==> src/hw/sched_pkg.sv <==
package sched_pkg;
  localparam int WORD_W = 32;
  localparam int WORD_SHIFT = 2;
  localparam int SHIFT_W = 5;
  localparam logic [31:0] NOT_PROCESS = 32'h80000000;
  localparam logic [31:0] WORD_ZERO = 32'h00000000;
  localparam logic [31:0] JOIN_STEP = 32'h00000001;
  localparam int CLK_PERIOD_NS = 4;
  localparam int TIMESLICE_NS = 1000000;
  localparam int TIMESLICE_CYCLES = TIMESLICE_NS / CLK_PERIOD_NS;
  localparam int MUL_CYCLES = 3;
  localparam logic [1:0] SLICE_LIMIT = 2'h2;
  localparam logic [1:0] SLICE_STEP = 2'h1;
  localparam logic PRI_HIGH = 1'b0;
  localparam logic PRI_LOW = 1'b1;
  localparam int STATUS_W = 4;
  localparam int STAT_RUN_BIT = 0;
  localparam int STAT_PRI_BIT = 1;
  localparam int STAT_SHADOW_BIT = 2;
  localparam int STAT_SLICE_BIT = 3;

  typedef enum logic [3:0] {
    OP_NOP = 4'h0,
    OP_PUSH = 4'h1,
    OP_POP = 4'h2,
    OP_ADD = 4'h3,
    OP_MUL = 4'h4,
    OP_SHL = 4'h5,
    OP_SHR = 4'h6,
    OP_WSADDR = 4'h7,
    OP_JUMP = 4'h8,
    OP_STARTP = 4'h9,
    OP_ENDP = 4'hA,
    OP_STOPP = 4'hB,
    OP_TSLICE = 4'hC,
    OP_SETJOIN = 4'hD
  } op_e;

  typedef enum logic [1:0] {
    ST_IDLE = 2'b00,
    ST_RUN = 2'b01,
    ST_MUL = 2'b11,
    ST_SWITCH = 2'b10
  } state_e;
endpackage : sched_pkg

==> src/hw/process_scheduler_stack_core.sv <==
// What this block does
// - Six registers: workspace, instruction pointer, status, three stack entries.
// - Push moves second to third, top to second, then loads top.
// - Pop moves second to top, third to second; third left as is.
// - Stack overflow beyond three entries is never detected or flagged.
// - Add takes top two entries and leaves the sum on top.
// - Multiply takes three cycles; shifts finish in one cycle.
// - Memory addresses formed as offsets from the workspace pointer.
// - Two linked active lists, one per priority, with front and back.
// - Inactive processes use no time; high priority runs until it blocks.
// - Low priority runs at least two timeslices, then goes to list tail.
// - Timeslice period is one millisecond.
// - Timeslicing happens only at timeslice points; stack contents are not checked.
// - Blocked process saves its instruction pointer; front of list dispatched.
// - Start-process appends the given workspace to the list tail.
// - Activated processes join the tail and never pre-empt their own list.
// - End-process decrements join counter; nonzero ends, zero resumes parent.
// - One pre-emption level, high over low, with a trap side per priority.
// - High process starts when idle or low runs and high list non-empty.
// - Pre-empted low state goes to shadow, restored at next switch with high list empty.
`timescale 1ns/100ps
module process_scheduler_stack_core
  import sched_pkg::*;
#(
  parameter int NPROC = 16,
  parameter int TICKS = TIMESLICE_CYCLES
)
(
  input wire logic clock,
  input wire logic nrst,
  input wire logic cmd_valid,
  input wire logic [3:0] cmd_op,
  input wire logic [WORD_W-1:0] cmd_data,
  input wire logic cmd_pri,
  output logic cmd_ready,
  output logic [WORD_W-1:0] top_entry,
  output logic [WORD_W-1:0] second_entry,
  output logic [WORD_W-1:0] third_entry,
  output logic [WORD_W-1:0] workspace_pointer,
  output logic [WORD_W-1:0] instruction_pointer,
  output logic [STATUS_W-1:0] core_status_register,
  output logic [WORD_W-1:0] mem_addr,
  output logic [WORD_W-1:0] high_list_front,
  output logic [WORD_W-1:0] high_list_back,
  output logic [WORD_W-1:0] low_list_front,
  output logic [WORD_W-1:0] low_list_back,
  output logic trap_priority
);
  localparam int IDX_W = $clog2(NPROC);
  localparam logic [WORD_W-1:0] TICK_LAST = WORD_W'(TICKS - 1);
  localparam logic [WORD_W-1:0] TICK_STEP = 32'h00000001;

  typedef struct packed {
    state_e st;
    logic pri;
    logic ready;
    logic [WORD_W-1:0] a;
    logic [WORD_W-1:0] b;
    logic [WORD_W-1:0] c;
    logic [WORD_W-1:0] wptr;
    logic [WORD_W-1:0] iptr;
    logic [WORD_W-1:0] addr;
    logic [1:0][WORD_W-1:0] front;
    logic [1:0][WORD_W-1:0] back;
    logic sh_valid;
    logic [WORD_W-1:0] sh_wptr;
    logic [WORD_W-1:0] sh_iptr;
    logic [WORD_W-1:0] sh_a;
    logic [WORD_W-1:0] sh_b;
    logic [WORD_W-1:0] sh_c;
    logic [WORD_W-1:0] join_count;
    logic [WORD_W-1:0] join_parent;
    logic [WORD_W-1:0] tick;
    logic [1:0] slices;
    logic [STATUS_W-1:0] status;
  } core_s;

  core_s r;
  core_s next_r;
  logic [WORD_W-1:0] link_mem [NPROC];
  logic [WORD_W-1:0] ip_mem [NPROC];
  logic link_we;
  logic [IDX_W-1:0] link_idx;
  logic [WORD_W-1:0] link_data;
  logic ip_we;
  logic [IDX_W-1:0] ip_idx;
  logic [WORD_W-1:0] ip_data;
  logic app_en;
  logic app_pri;
  logic [WORD_W-1:0] app_w;
  logic take_en;
  logic take_pri;
  logic [WORD_W-1:0] take_w;
  logic accept;
  logic mul_start;
  logic mul_done;
  logic [WORD_W-1:0] mul_product;

  function automatic logic [IDX_W-1:0] slot(input logic [WORD_W-1:0] w);
    slot = w[WORD_SHIFT +: IDX_W];
  endfunction : slot

  assign accept = cmd_valid && r.ready;
  assign mul_start = accept && r.st == ST_RUN && cmd_op == OP_MUL;

  mul_unit mul (
    .clock(clock),
    .nrst(nrst),
    .start(mul_start),
    .left(r.b),
    .right(r.a),
    .done(mul_done),
    .product(mul_product)
  );

  always_comb begin
    next_r = r;
    link_we = 1'b0;
    link_idx = '0;
    link_data = WORD_ZERO;
    ip_we = 1'b0;
    ip_idx = '0;
    ip_data = WORD_ZERO;
    app_en = 1'b0;
    app_pri = cmd_pri;
    app_w = cmd_data;
    take_en = 1'b0;
    take_pri = PRI_HIGH;
    take_w = NOT_PROCESS;
    case (r.st)
      ST_IDLE, ST_SWITCH: begin
        if (r.st == ST_IDLE && accept) begin
          app_en = cmd_op == OP_STARTP;
        end else if (r.front[PRI_HIGH] != NOT_PROCESS) begin
          take_en = 1'b1;
          take_pri = PRI_HIGH;
        end else if (r.sh_valid) begin
          next_r.st = ST_RUN;
          next_r.pri = PRI_LOW;
          next_r.sh_valid = 1'b0;
          next_r.wptr = r.sh_wptr;
          next_r.iptr = r.sh_iptr;
          next_r.a = r.sh_a;
          next_r.b = r.sh_b;
          next_r.c = r.sh_c;
        end else if (r.front[PRI_LOW] != NOT_PROCESS) begin
          take_en = 1'b1;
          take_pri = PRI_LOW;
        end else begin
          next_r.st = ST_IDLE;
        end
      end
      ST_MUL: begin
        if (mul_done) begin
          next_r.st = ST_RUN;
          next_r.a = mul_product;
          next_r.b = r.c;
        end
      end
      default: begin
        if (r.pri == PRI_LOW && r.front[PRI_HIGH] != NOT_PROCESS) begin
          next_r.st = ST_SWITCH;
          next_r.sh_valid = 1'b1;
          next_r.sh_wptr = r.wptr;
          next_r.sh_iptr = r.iptr;
          next_r.sh_a = r.a;
          next_r.sh_b = r.b;
          next_r.sh_c = r.c;
        end else if (accept) begin
          case (cmd_op)
            OP_PUSH: begin
              next_r.c = r.b;
              next_r.b = r.a;
              next_r.a = cmd_data;
            end
            OP_POP: begin
              next_r.a = r.b;
              next_r.b = r.c;
            end
            OP_ADD: begin
              next_r.a = r.b + r.a;
              next_r.b = r.c;
            end
            OP_MUL: next_r.st = ST_MUL;
            OP_SHL: begin
              next_r.a = r.b << r.a[SHIFT_W-1:0];
              next_r.b = r.c;
            end
            OP_SHR: begin
              next_r.a = r.b >> r.a[SHIFT_W-1:0];
              next_r.b = r.c;
            end
            OP_WSADDR: next_r.addr = r.wptr + (cmd_data << WORD_SHIFT);
            OP_JUMP: next_r.iptr = cmd_data;
            OP_STARTP: begin
              app_en = 1'b1;
              ip_we = 1'b1;
              ip_idx = slot(cmd_data);
              ip_data = r.a;
            end
            OP_SETJOIN: begin
              next_r.join_count = cmd_data;
              next_r.join_parent = r.wptr;
            end
            OP_ENDP: begin
              next_r.join_count = r.join_count - JOIN_STEP;
              if (r.join_count == JOIN_STEP) begin
                next_r.wptr = r.join_parent;
                next_r.iptr = cmd_data;
              end else begin
                next_r.st = ST_SWITCH;
              end
            end
            OP_STOPP: begin
              next_r.st = ST_SWITCH;
              ip_we = 1'b1;
              ip_idx = slot(r.wptr);
              ip_data = r.iptr;
            end
            OP_TSLICE: begin
              if (r.pri == PRI_LOW && r.slices == SLICE_LIMIT) begin
                next_r.st = ST_SWITCH;
                ip_we = 1'b1;
                ip_idx = slot(r.wptr);
                ip_data = r.iptr;
                app_en = 1'b1;
                app_pri = PRI_LOW;
                app_w = r.wptr;
              end
            end
            default: next_r.st = ST_RUN;
          endcase
        end
      end
    endcase
    if (take_en) begin
      take_w = r.front[take_pri];
      next_r.st = ST_RUN;
      next_r.pri = take_pri;
      next_r.wptr = take_w;
      next_r.iptr = ip_mem[slot(take_w)];
      next_r.tick = WORD_ZERO;
      next_r.slices = 2'h0;
      if (take_w == r.back[take_pri]) begin
        next_r.front[take_pri] = NOT_PROCESS;
        next_r.back[take_pri] = NOT_PROCESS;
      end else begin
        next_r.front[take_pri] = link_mem[slot(take_w)];
      end
    end
    if (app_en) begin
      next_r.back[app_pri] = app_w;
      if (r.front[app_pri] == NOT_PROCESS) begin
        next_r.front[app_pri] = app_w;
      end else begin
        link_we = 1'b1;
        link_idx = slot(r.back[app_pri]);
        link_data = app_w;
      end
    end
    if (!take_en && r.pri == PRI_LOW && (r.st == ST_RUN || r.st == ST_MUL)) begin
      if (r.tick == TICK_LAST) begin
        next_r.tick = WORD_ZERO;
        if (r.slices != SLICE_LIMIT) begin
          next_r.slices = r.slices + SLICE_STEP;
        end
      end else begin
        next_r.tick = r.tick + TICK_STEP;
      end
    end
    next_r.ready = next_r.st == ST_IDLE || (next_r.st == ST_RUN
      && !(next_r.pri == PRI_LOW && next_r.front[PRI_HIGH] != NOT_PROCESS));
    next_r.status = '0;
    next_r.status[STAT_RUN_BIT] = next_r.st != ST_IDLE;
    next_r.status[STAT_PRI_BIT] = next_r.pri;
    next_r.status[STAT_SHADOW_BIT] = next_r.sh_valid;
    next_r.status[STAT_SLICE_BIT] = next_r.slices == SLICE_LIMIT;
  end

  always_ff @(posedge clock) begin
    if (!nrst) begin
      r <= '0;
      r.front <= {NOT_PROCESS, NOT_PROCESS};
      r.back <= {NOT_PROCESS, NOT_PROCESS};
    end else begin
      r <= next_r;
    end
  end

  always_ff @(posedge clock) begin
    if (link_we) begin
      link_mem[link_idx] <= link_data;
    end
    if (ip_we) begin
      ip_mem[ip_idx] <= ip_data;
    end
  end

  assign cmd_ready = r.ready;
  assign top_entry = r.a;
  assign second_entry = r.b;
  assign third_entry = r.c;
  assign workspace_pointer = r.wptr;
  assign instruction_pointer = r.iptr;
  assign core_status_register = r.status;
  assign mem_addr = r.addr;
  assign high_list_front = r.front[PRI_HIGH];
  assign high_list_back = r.back[PRI_HIGH];
  assign low_list_front = r.front[PRI_LOW];
  assign low_list_back = r.back[PRI_LOW];
  assign trap_priority = r.pri;

  push_order_a: assert property (@(posedge clock) disable iff (!nrst)
    accept && r.st == ST_RUN && cmd_op == OP_PUSH |=>
    r.a == $past(cmd_data) && r.b == $past(r.a) && r.c == $past(r.b))
    else $error("push did not shift stack");
  pop_order_a: assert property (@(posedge clock) disable iff (!nrst)
    accept && r.st == ST_RUN && cmd_op == OP_POP |=>
    r.a == $past(r.b) && r.b == $past(r.c))
    else $error("pop did not shift stack");
  add_result_a: assert property (@(posedge clock) disable iff (!nrst)
    accept && r.st == ST_RUN && cmd_op == OP_ADD |=> r.a == $past(r.a) + $past(r.b))
    else $error("add result wrong");
  mul_latency_a: assert property (@(posedge clock) disable iff (!nrst)
    mul_start |=> (r.st == ST_MUL)[*3] ##1
    (r.st == ST_RUN && r.a == WORD_W'($past(r.a, 4) * $past(r.b, 4))))
    else $error("multiply not done in three cycles");
  shift_result_a: assert property (@(posedge clock) disable iff (!nrst)
    accept && r.st == ST_RUN && cmd_op == OP_SHL |=>
    r.a == $past(r.b) << $past(r.a[SHIFT_W-1:0]))
    else $error("shift not single cycle");
  ws_offset_a: assert property (@(posedge clock) disable iff (!nrst)
    accept && r.st == ST_RUN && cmd_op == OP_WSADDR |=>
    r.addr == $past(r.wptr) + ($past(cmd_data) << WORD_SHIFT))
    else $error("workspace address wrong");
  high_preempt_a: assert property (@(posedge clock) disable iff (!nrst)
    r.st == ST_RUN && r.pri == PRI_LOW && r.front[PRI_HIGH] != NOT_PROCESS |=>
    r.st == ST_SWITCH && r.sh_valid ##1 r.st == ST_RUN && r.pri == PRI_HIGH)
    else $error("high process did not pre-empt");
  slice_tail_a: assert property (@(posedge clock) disable iff (!nrst)
    accept && r.st == ST_RUN && cmd_op == OP_TSLICE && r.pri == PRI_LOW
    && r.slices == SLICE_LIMIT && r.front[PRI_HIGH] == NOT_PROCESS |=>
    r.st == ST_SWITCH && r.back[PRI_LOW] == $past(r.wptr))
    else $error("timeslice did not append to tail");
  high_holds_a: assert property (@(posedge clock) disable iff (!nrst)
    r.st == ST_RUN && r.pri == PRI_HIGH && !accept |=> r.wptr == $past(r.wptr))
    else $error("high process lost the core");
endmodule : process_scheduler_stack_core

==> src/hw/mul_unit.sv <==
`timescale 1ns/100ps
module mul_unit
  import sched_pkg::*;
(
  input wire logic clock,
  input wire logic nrst,
  input wire logic start,
  input wire logic [WORD_W-1:0] left,
  input wire logic [WORD_W-1:0] right,
  output logic done,
  output logic [WORD_W-1:0] product
);
  typedef struct packed {
    logic [1:0] count;
    logic busy;
    logic done;
    logic [WORD_W-1:0] left;
    logic [WORD_W-1:0] right;
    logic [WORD_W-1:0] product;
  } mul_s;

  localparam logic [1:0] LOAD_COUNT = 2'(MUL_CYCLES - 1);
  localparam logic [1:0] LAST_COUNT = 2'h1;

  mul_s r;
  mul_s next_r;

  always_comb begin
    next_r = r;
    next_r.done = 1'b0;
    if (start) begin
      next_r.busy = 1'b1;
      next_r.count = LOAD_COUNT;
      next_r.left = left;
      next_r.right = right;
    end else if (r.busy) begin
      next_r.count = r.count - LAST_COUNT;
      if (r.count == LAST_COUNT) begin
        next_r.busy = 1'b0;
        next_r.done = 1'b1;
        next_r.product = WORD_W'(r.left * r.right);
      end
    end
  end

  always_ff @(posedge clock) begin
    if (!nrst) begin
      r <= '0;
    end else begin
      r <= next_r;
    end
  end

  assign done = r.done;
  assign product = r.product;
endmodule : mul_unit

==> config.mk <==
export PLATFORM = sky130hd
export DESIGN_NAME = process_scheduler_stack_core
export DESIGN_NICKNAME = d
export VERILOG_FILES = /design/src/hw/sched_pkg.sv /design/src/hw/process_scheduler_stack_core.sv /design/src/hw/mul_unit.sv
export SDC_FILE = /design/constraint.sdc
export NUM_CORES = 2
export LEC_CHECK = 0
export BUFFER_PORTS_ARGS = -buffer_cell sky130_fd_sc_hd__buf_2
export CAP_MARGIN = 5
export CORE_AREA = 2 2 296 517
export DETAILED_ROUTE_END_ITERATION = 10
export DIE_AREA = 0 0 298 519
export MAX_ROUTING_LAYER = met4
export PLACE_DENSITY = 0.81
export REMOVE_ABC_BUFFERS = 1
export SYNTH_ARGS = -nofsm -noshare
export SYNTH_HDL_FRONTEND = slang
export SYNTH_SLANG_ARGS = --single-unit
==> constraint.sdc <==
create_clock -name clock -period 9.6 [get_ports clock]
set_input_delay 0.48 -clock clock [delete_from_list [all_inputs] [get_ports clock]]
set_output_delay 0.48 -clock clock [all_outputs]
set_load 0.01 [all_outputs]
==> results_dict.tcl <==
set metrics [dict create \
    status "finished with violations" \
    failed_checks "design-rule violations, max-capacitance violations" \
    htree_levels 4 \
    pre_cts_slack_ns 1.61 \
    holdCritPathClass "in -> reg" \
    yosys-top-cells-count "1650 x nand2_1, 1024 x edfxtp_1, 685 x dfxtp_1" \
    grt.total_usage_pct 48.2 \
    seq_area_frac_synth_pct 47.1 \
    drc 2 \
    first_pass_iters 11 \
    syn_area_um2 94300 \
    root_buffer "clkbuf_16" \
    end_kind "flop" \
    finClkSkew_ns 0.0773 \
    placement.io_buffers 365 \
    path_clk_slew_ns 0.07 \
    worstPathRequired_ns 10.28 \
    fmax_mhz 122 \
    regArea_um2 44500 \
    syn_inst 9423 \
    yosys.cell_count.top_type "nand2_1" \
    rr_worst_depth 23 \
    worst_pin_slew_ns 1.44 \
    antenna_left 0 \
    max-clock-path-buffers 3 \
    async_reset_ff_share_pct 0 \
    design.die.area_um2 155000 \
    cts_hold_buf 0 \
    r2r_slack_ns 1.40 \
    globalplace.congestion 1.04 \
    start_util_pct 62.5 \
    antenna_found_initial 30 \
    ys_seq_elements 1709 \
    cp-start-kind "flop" \
    n_fill_cell 11521 \
    yosys_warnings 0 \
    cts-resized-gates 0 \
    cts_tree "done" \
    synth-edff-count 1024 \
    synth_flop_cell "edfxtp_1" \
    yosys.area.top_type_share_pct 32.6 \
    cts-buffers-inserted 149 \
    multi_input_area_um2 43600 \
    crit_type "reg -> reg" \
    core_um2 151000 \
    yosys-top-cells-area "edfxtp_1 33%, dfxtp_1 15%, fa_1 8.7%" \
    gr-total-overflow 0 \
    period_share_pct 85.4 \
    hold_violations 0 \
    dp_hpwl_um 246000 \
    synth.distinct_cells 87 \
    worstReg2RegEnd "mul.product[30]" \
    finalSetupViolCount 0 \
    worstHoldStart "cmd_data[0]" \
    clk_latency_ns 0.85 \
    viasPerCell 6.84 \
    avgSynthCellArea_um2 10.0 \
    area_growth_syn_to_layout_pct 7.18 \
    crit_arrival_ns 8.88 \
    post_cts_buffers 0 \
    whs_endpoint "r[70]" \
    cap_viol_max_count 2 \
    leakage_nw 38.6 \
    fin_crit_ns 8.20 \
    grt_pass1_wl_um 524000 \
    totalWireLength_um 365000 \
    crit_fanout 19 \
    grt_pass1_vias 76552 \
    die_h_um 519 \
    pwr_density_cell_nw_per_um2 188 \
    slew_violations 0 \
    total_power_w 0.0190 \
    avgRoutedWirePerCell_um 32.2 \
    ir_drop_mv 0.216 \
    cp-startpoint "mul.r[34]" \
    io-pin-count 366 \
    num_rows 189 \
    holdPathStages 3 \
    synth_top_area_cell "edfxtp_1" \
    layout_setup_ws_ns 1.40 \
    r2r-start "mul.r[34]" \
    slew_headroom_pct 1.07 \
    grt_max_degree 168 \
    die_x_um 298 \
    vias 77637 \
    grt_setup_unrepaired "no" \
    drtIter0Drc 10176 \
    layout-drive-gt1-share_pct 11.8 \
    fin_nets 9812 \
    cts.sinks 1709 \
]
[routing by layer]
layer | vias to the layer above | GRT usage (%) | share of wire [%]
met2 | 5731 | 73.3 | 46
li1 | 32252 | - | -
met3 | 1957 | 13.4 | 11
met4 | 0 | 47.7 | 12
met5 | - | - | 0
met1 | 37697 | 49.5 | 30
[power breakdown]
part | switching, W | leakage [nW] | internal, W | total (W)
clock network | 0.00294 | 2.36 | 0.00324 | 0.00618
registers | 0.000324 | 14.5 | 0.00781 | 0.00813
logic | 0.00337 | 21.7 | 0.00132 | 0.00469
[critical path: stages (launching register included)]
cell	delay (ns)
dfxtp_1	0.84
and2_1	0.26
fa_1	0.41
inv_1	0.09
fa_1	0.43
fa_1	0.49
inv_1	0.06
fa_1	0.47
ha_1	0.29
ha_1	0.30
inv_1	0.06
fa_1	0.48
inv_1	0.05
fa_1	0.44
ha_1	0.24
a2111oi_0	0.53
o211ai_1	0.17
a221oi_1	0.93
a211oi_1	0.30
o31ai_1	0.49
o21ai_0	0.25
a21oi_1	0.24
nor2_1	0.07
a211oi_1	0.17
[stage by stage]
stage / utilization (%) / cells / hold WS (ns) / setup TNS [ns] / area [um2]
after floorplan: - / 8418 / 0.427 / -1543.74 / 89300
after global placement: 63.6 / 11024 / 0.441 / 0 / 96000
after detailed placement: 63.6 / 11024 / 0.446 / 0 / 96000
after CTS: 66.9 / 11293 / 0.145 / 0 / 101000
after global routing: 67.0 / 11323 / 0.193 / 0 / 101000
final: 67.0 / 11344 / 0.221 / 0 / 101000
[state kept, by name (all words and copies together), names as in the netlist]
name,flops
ip_mem,512
link_mem,512
r,260
mul.r,67
high_list_back,32
high_list_front,32
instruction_pointer,32
low_list_back,32
low_list_front,32
mem_addr,32
mul.product,32
second_entry,32
third_entry,32
top_entry,32
workspace_pointer,32
core_status_register,4
cmd_ready,1
mul.done,1
[layout by cell type, fill, tap and decap left out, types with 24 or more instances in the layout]
cell / instances
nand3_1: 335
nor3_1: 143
fa_1: 410
and2_1: 279
nor2_4: 31
xnor2_1: 104
a311oi_1: 79
clkbuf_1: 28
nand4_1: 39
o21ai_0: 265
edfxtp_1: 1024
a21oi_1: 659
inv_1: 457
and3_1: 80
a31oi_1: 74
a221oi_1: 80
xor2_1: 83
a21o_1: 29
nand2_1: 1650
nor4_1: 48
nor2_1: 594
buf_2: 365
nor2b_1: 43
mux4_2: 123
mux2i_1: 108
a211oi_1: 138
or4_1: 31
a222oi_1: 35
ha_1: 188
buf_4: 233
diode_2: 47
dfxtp_1: 680
or3_1: 24
o211ai_1: 67
a221o_1: 34
a22oi_1: 153
clkbuf_16: 149
nand2b_1: 32
[how the worst max path moves through the flow]
stage / end / slack (ns) / cells after the start
floorplan: top_entry[31] / -11.96 / 6
global placement: mul.product[30] / 1.69 / 23
detailed placement: mul.product[30] / 1.61 / 23
CTS: mul.product[30] / 1.47 / 23
global route: mul.product[30] / 1.21 / 23
finish: mul.product[30] / 1.40 / 23
[logic make-up after synthesis]
family | after synthesis | share of synthesized area [%]
muxes | 264 | 4.46
xor gates and xnor gates | 187 | 1.74
adders and majority gates | 598 | 11.2
and+or+nand+nor | 3408 | 16.1
AOI/OAI and AO/OA | 1791 | 12.2
DFF | 1709 | 47.1
buffers and inverters | 1466 | 7.21
[layout make-up]
class,instances,area share [%]
inverter,461,1.72
multi-input combinational,6248,43.1
sequential,1709,44.0
tap,2005,2.48
clock inverter,83,0.983
antenna,47,0.116
timing repair buffer,605,3.65
clock buffer,186,3.91
Power figures use the tool's default switching activity.
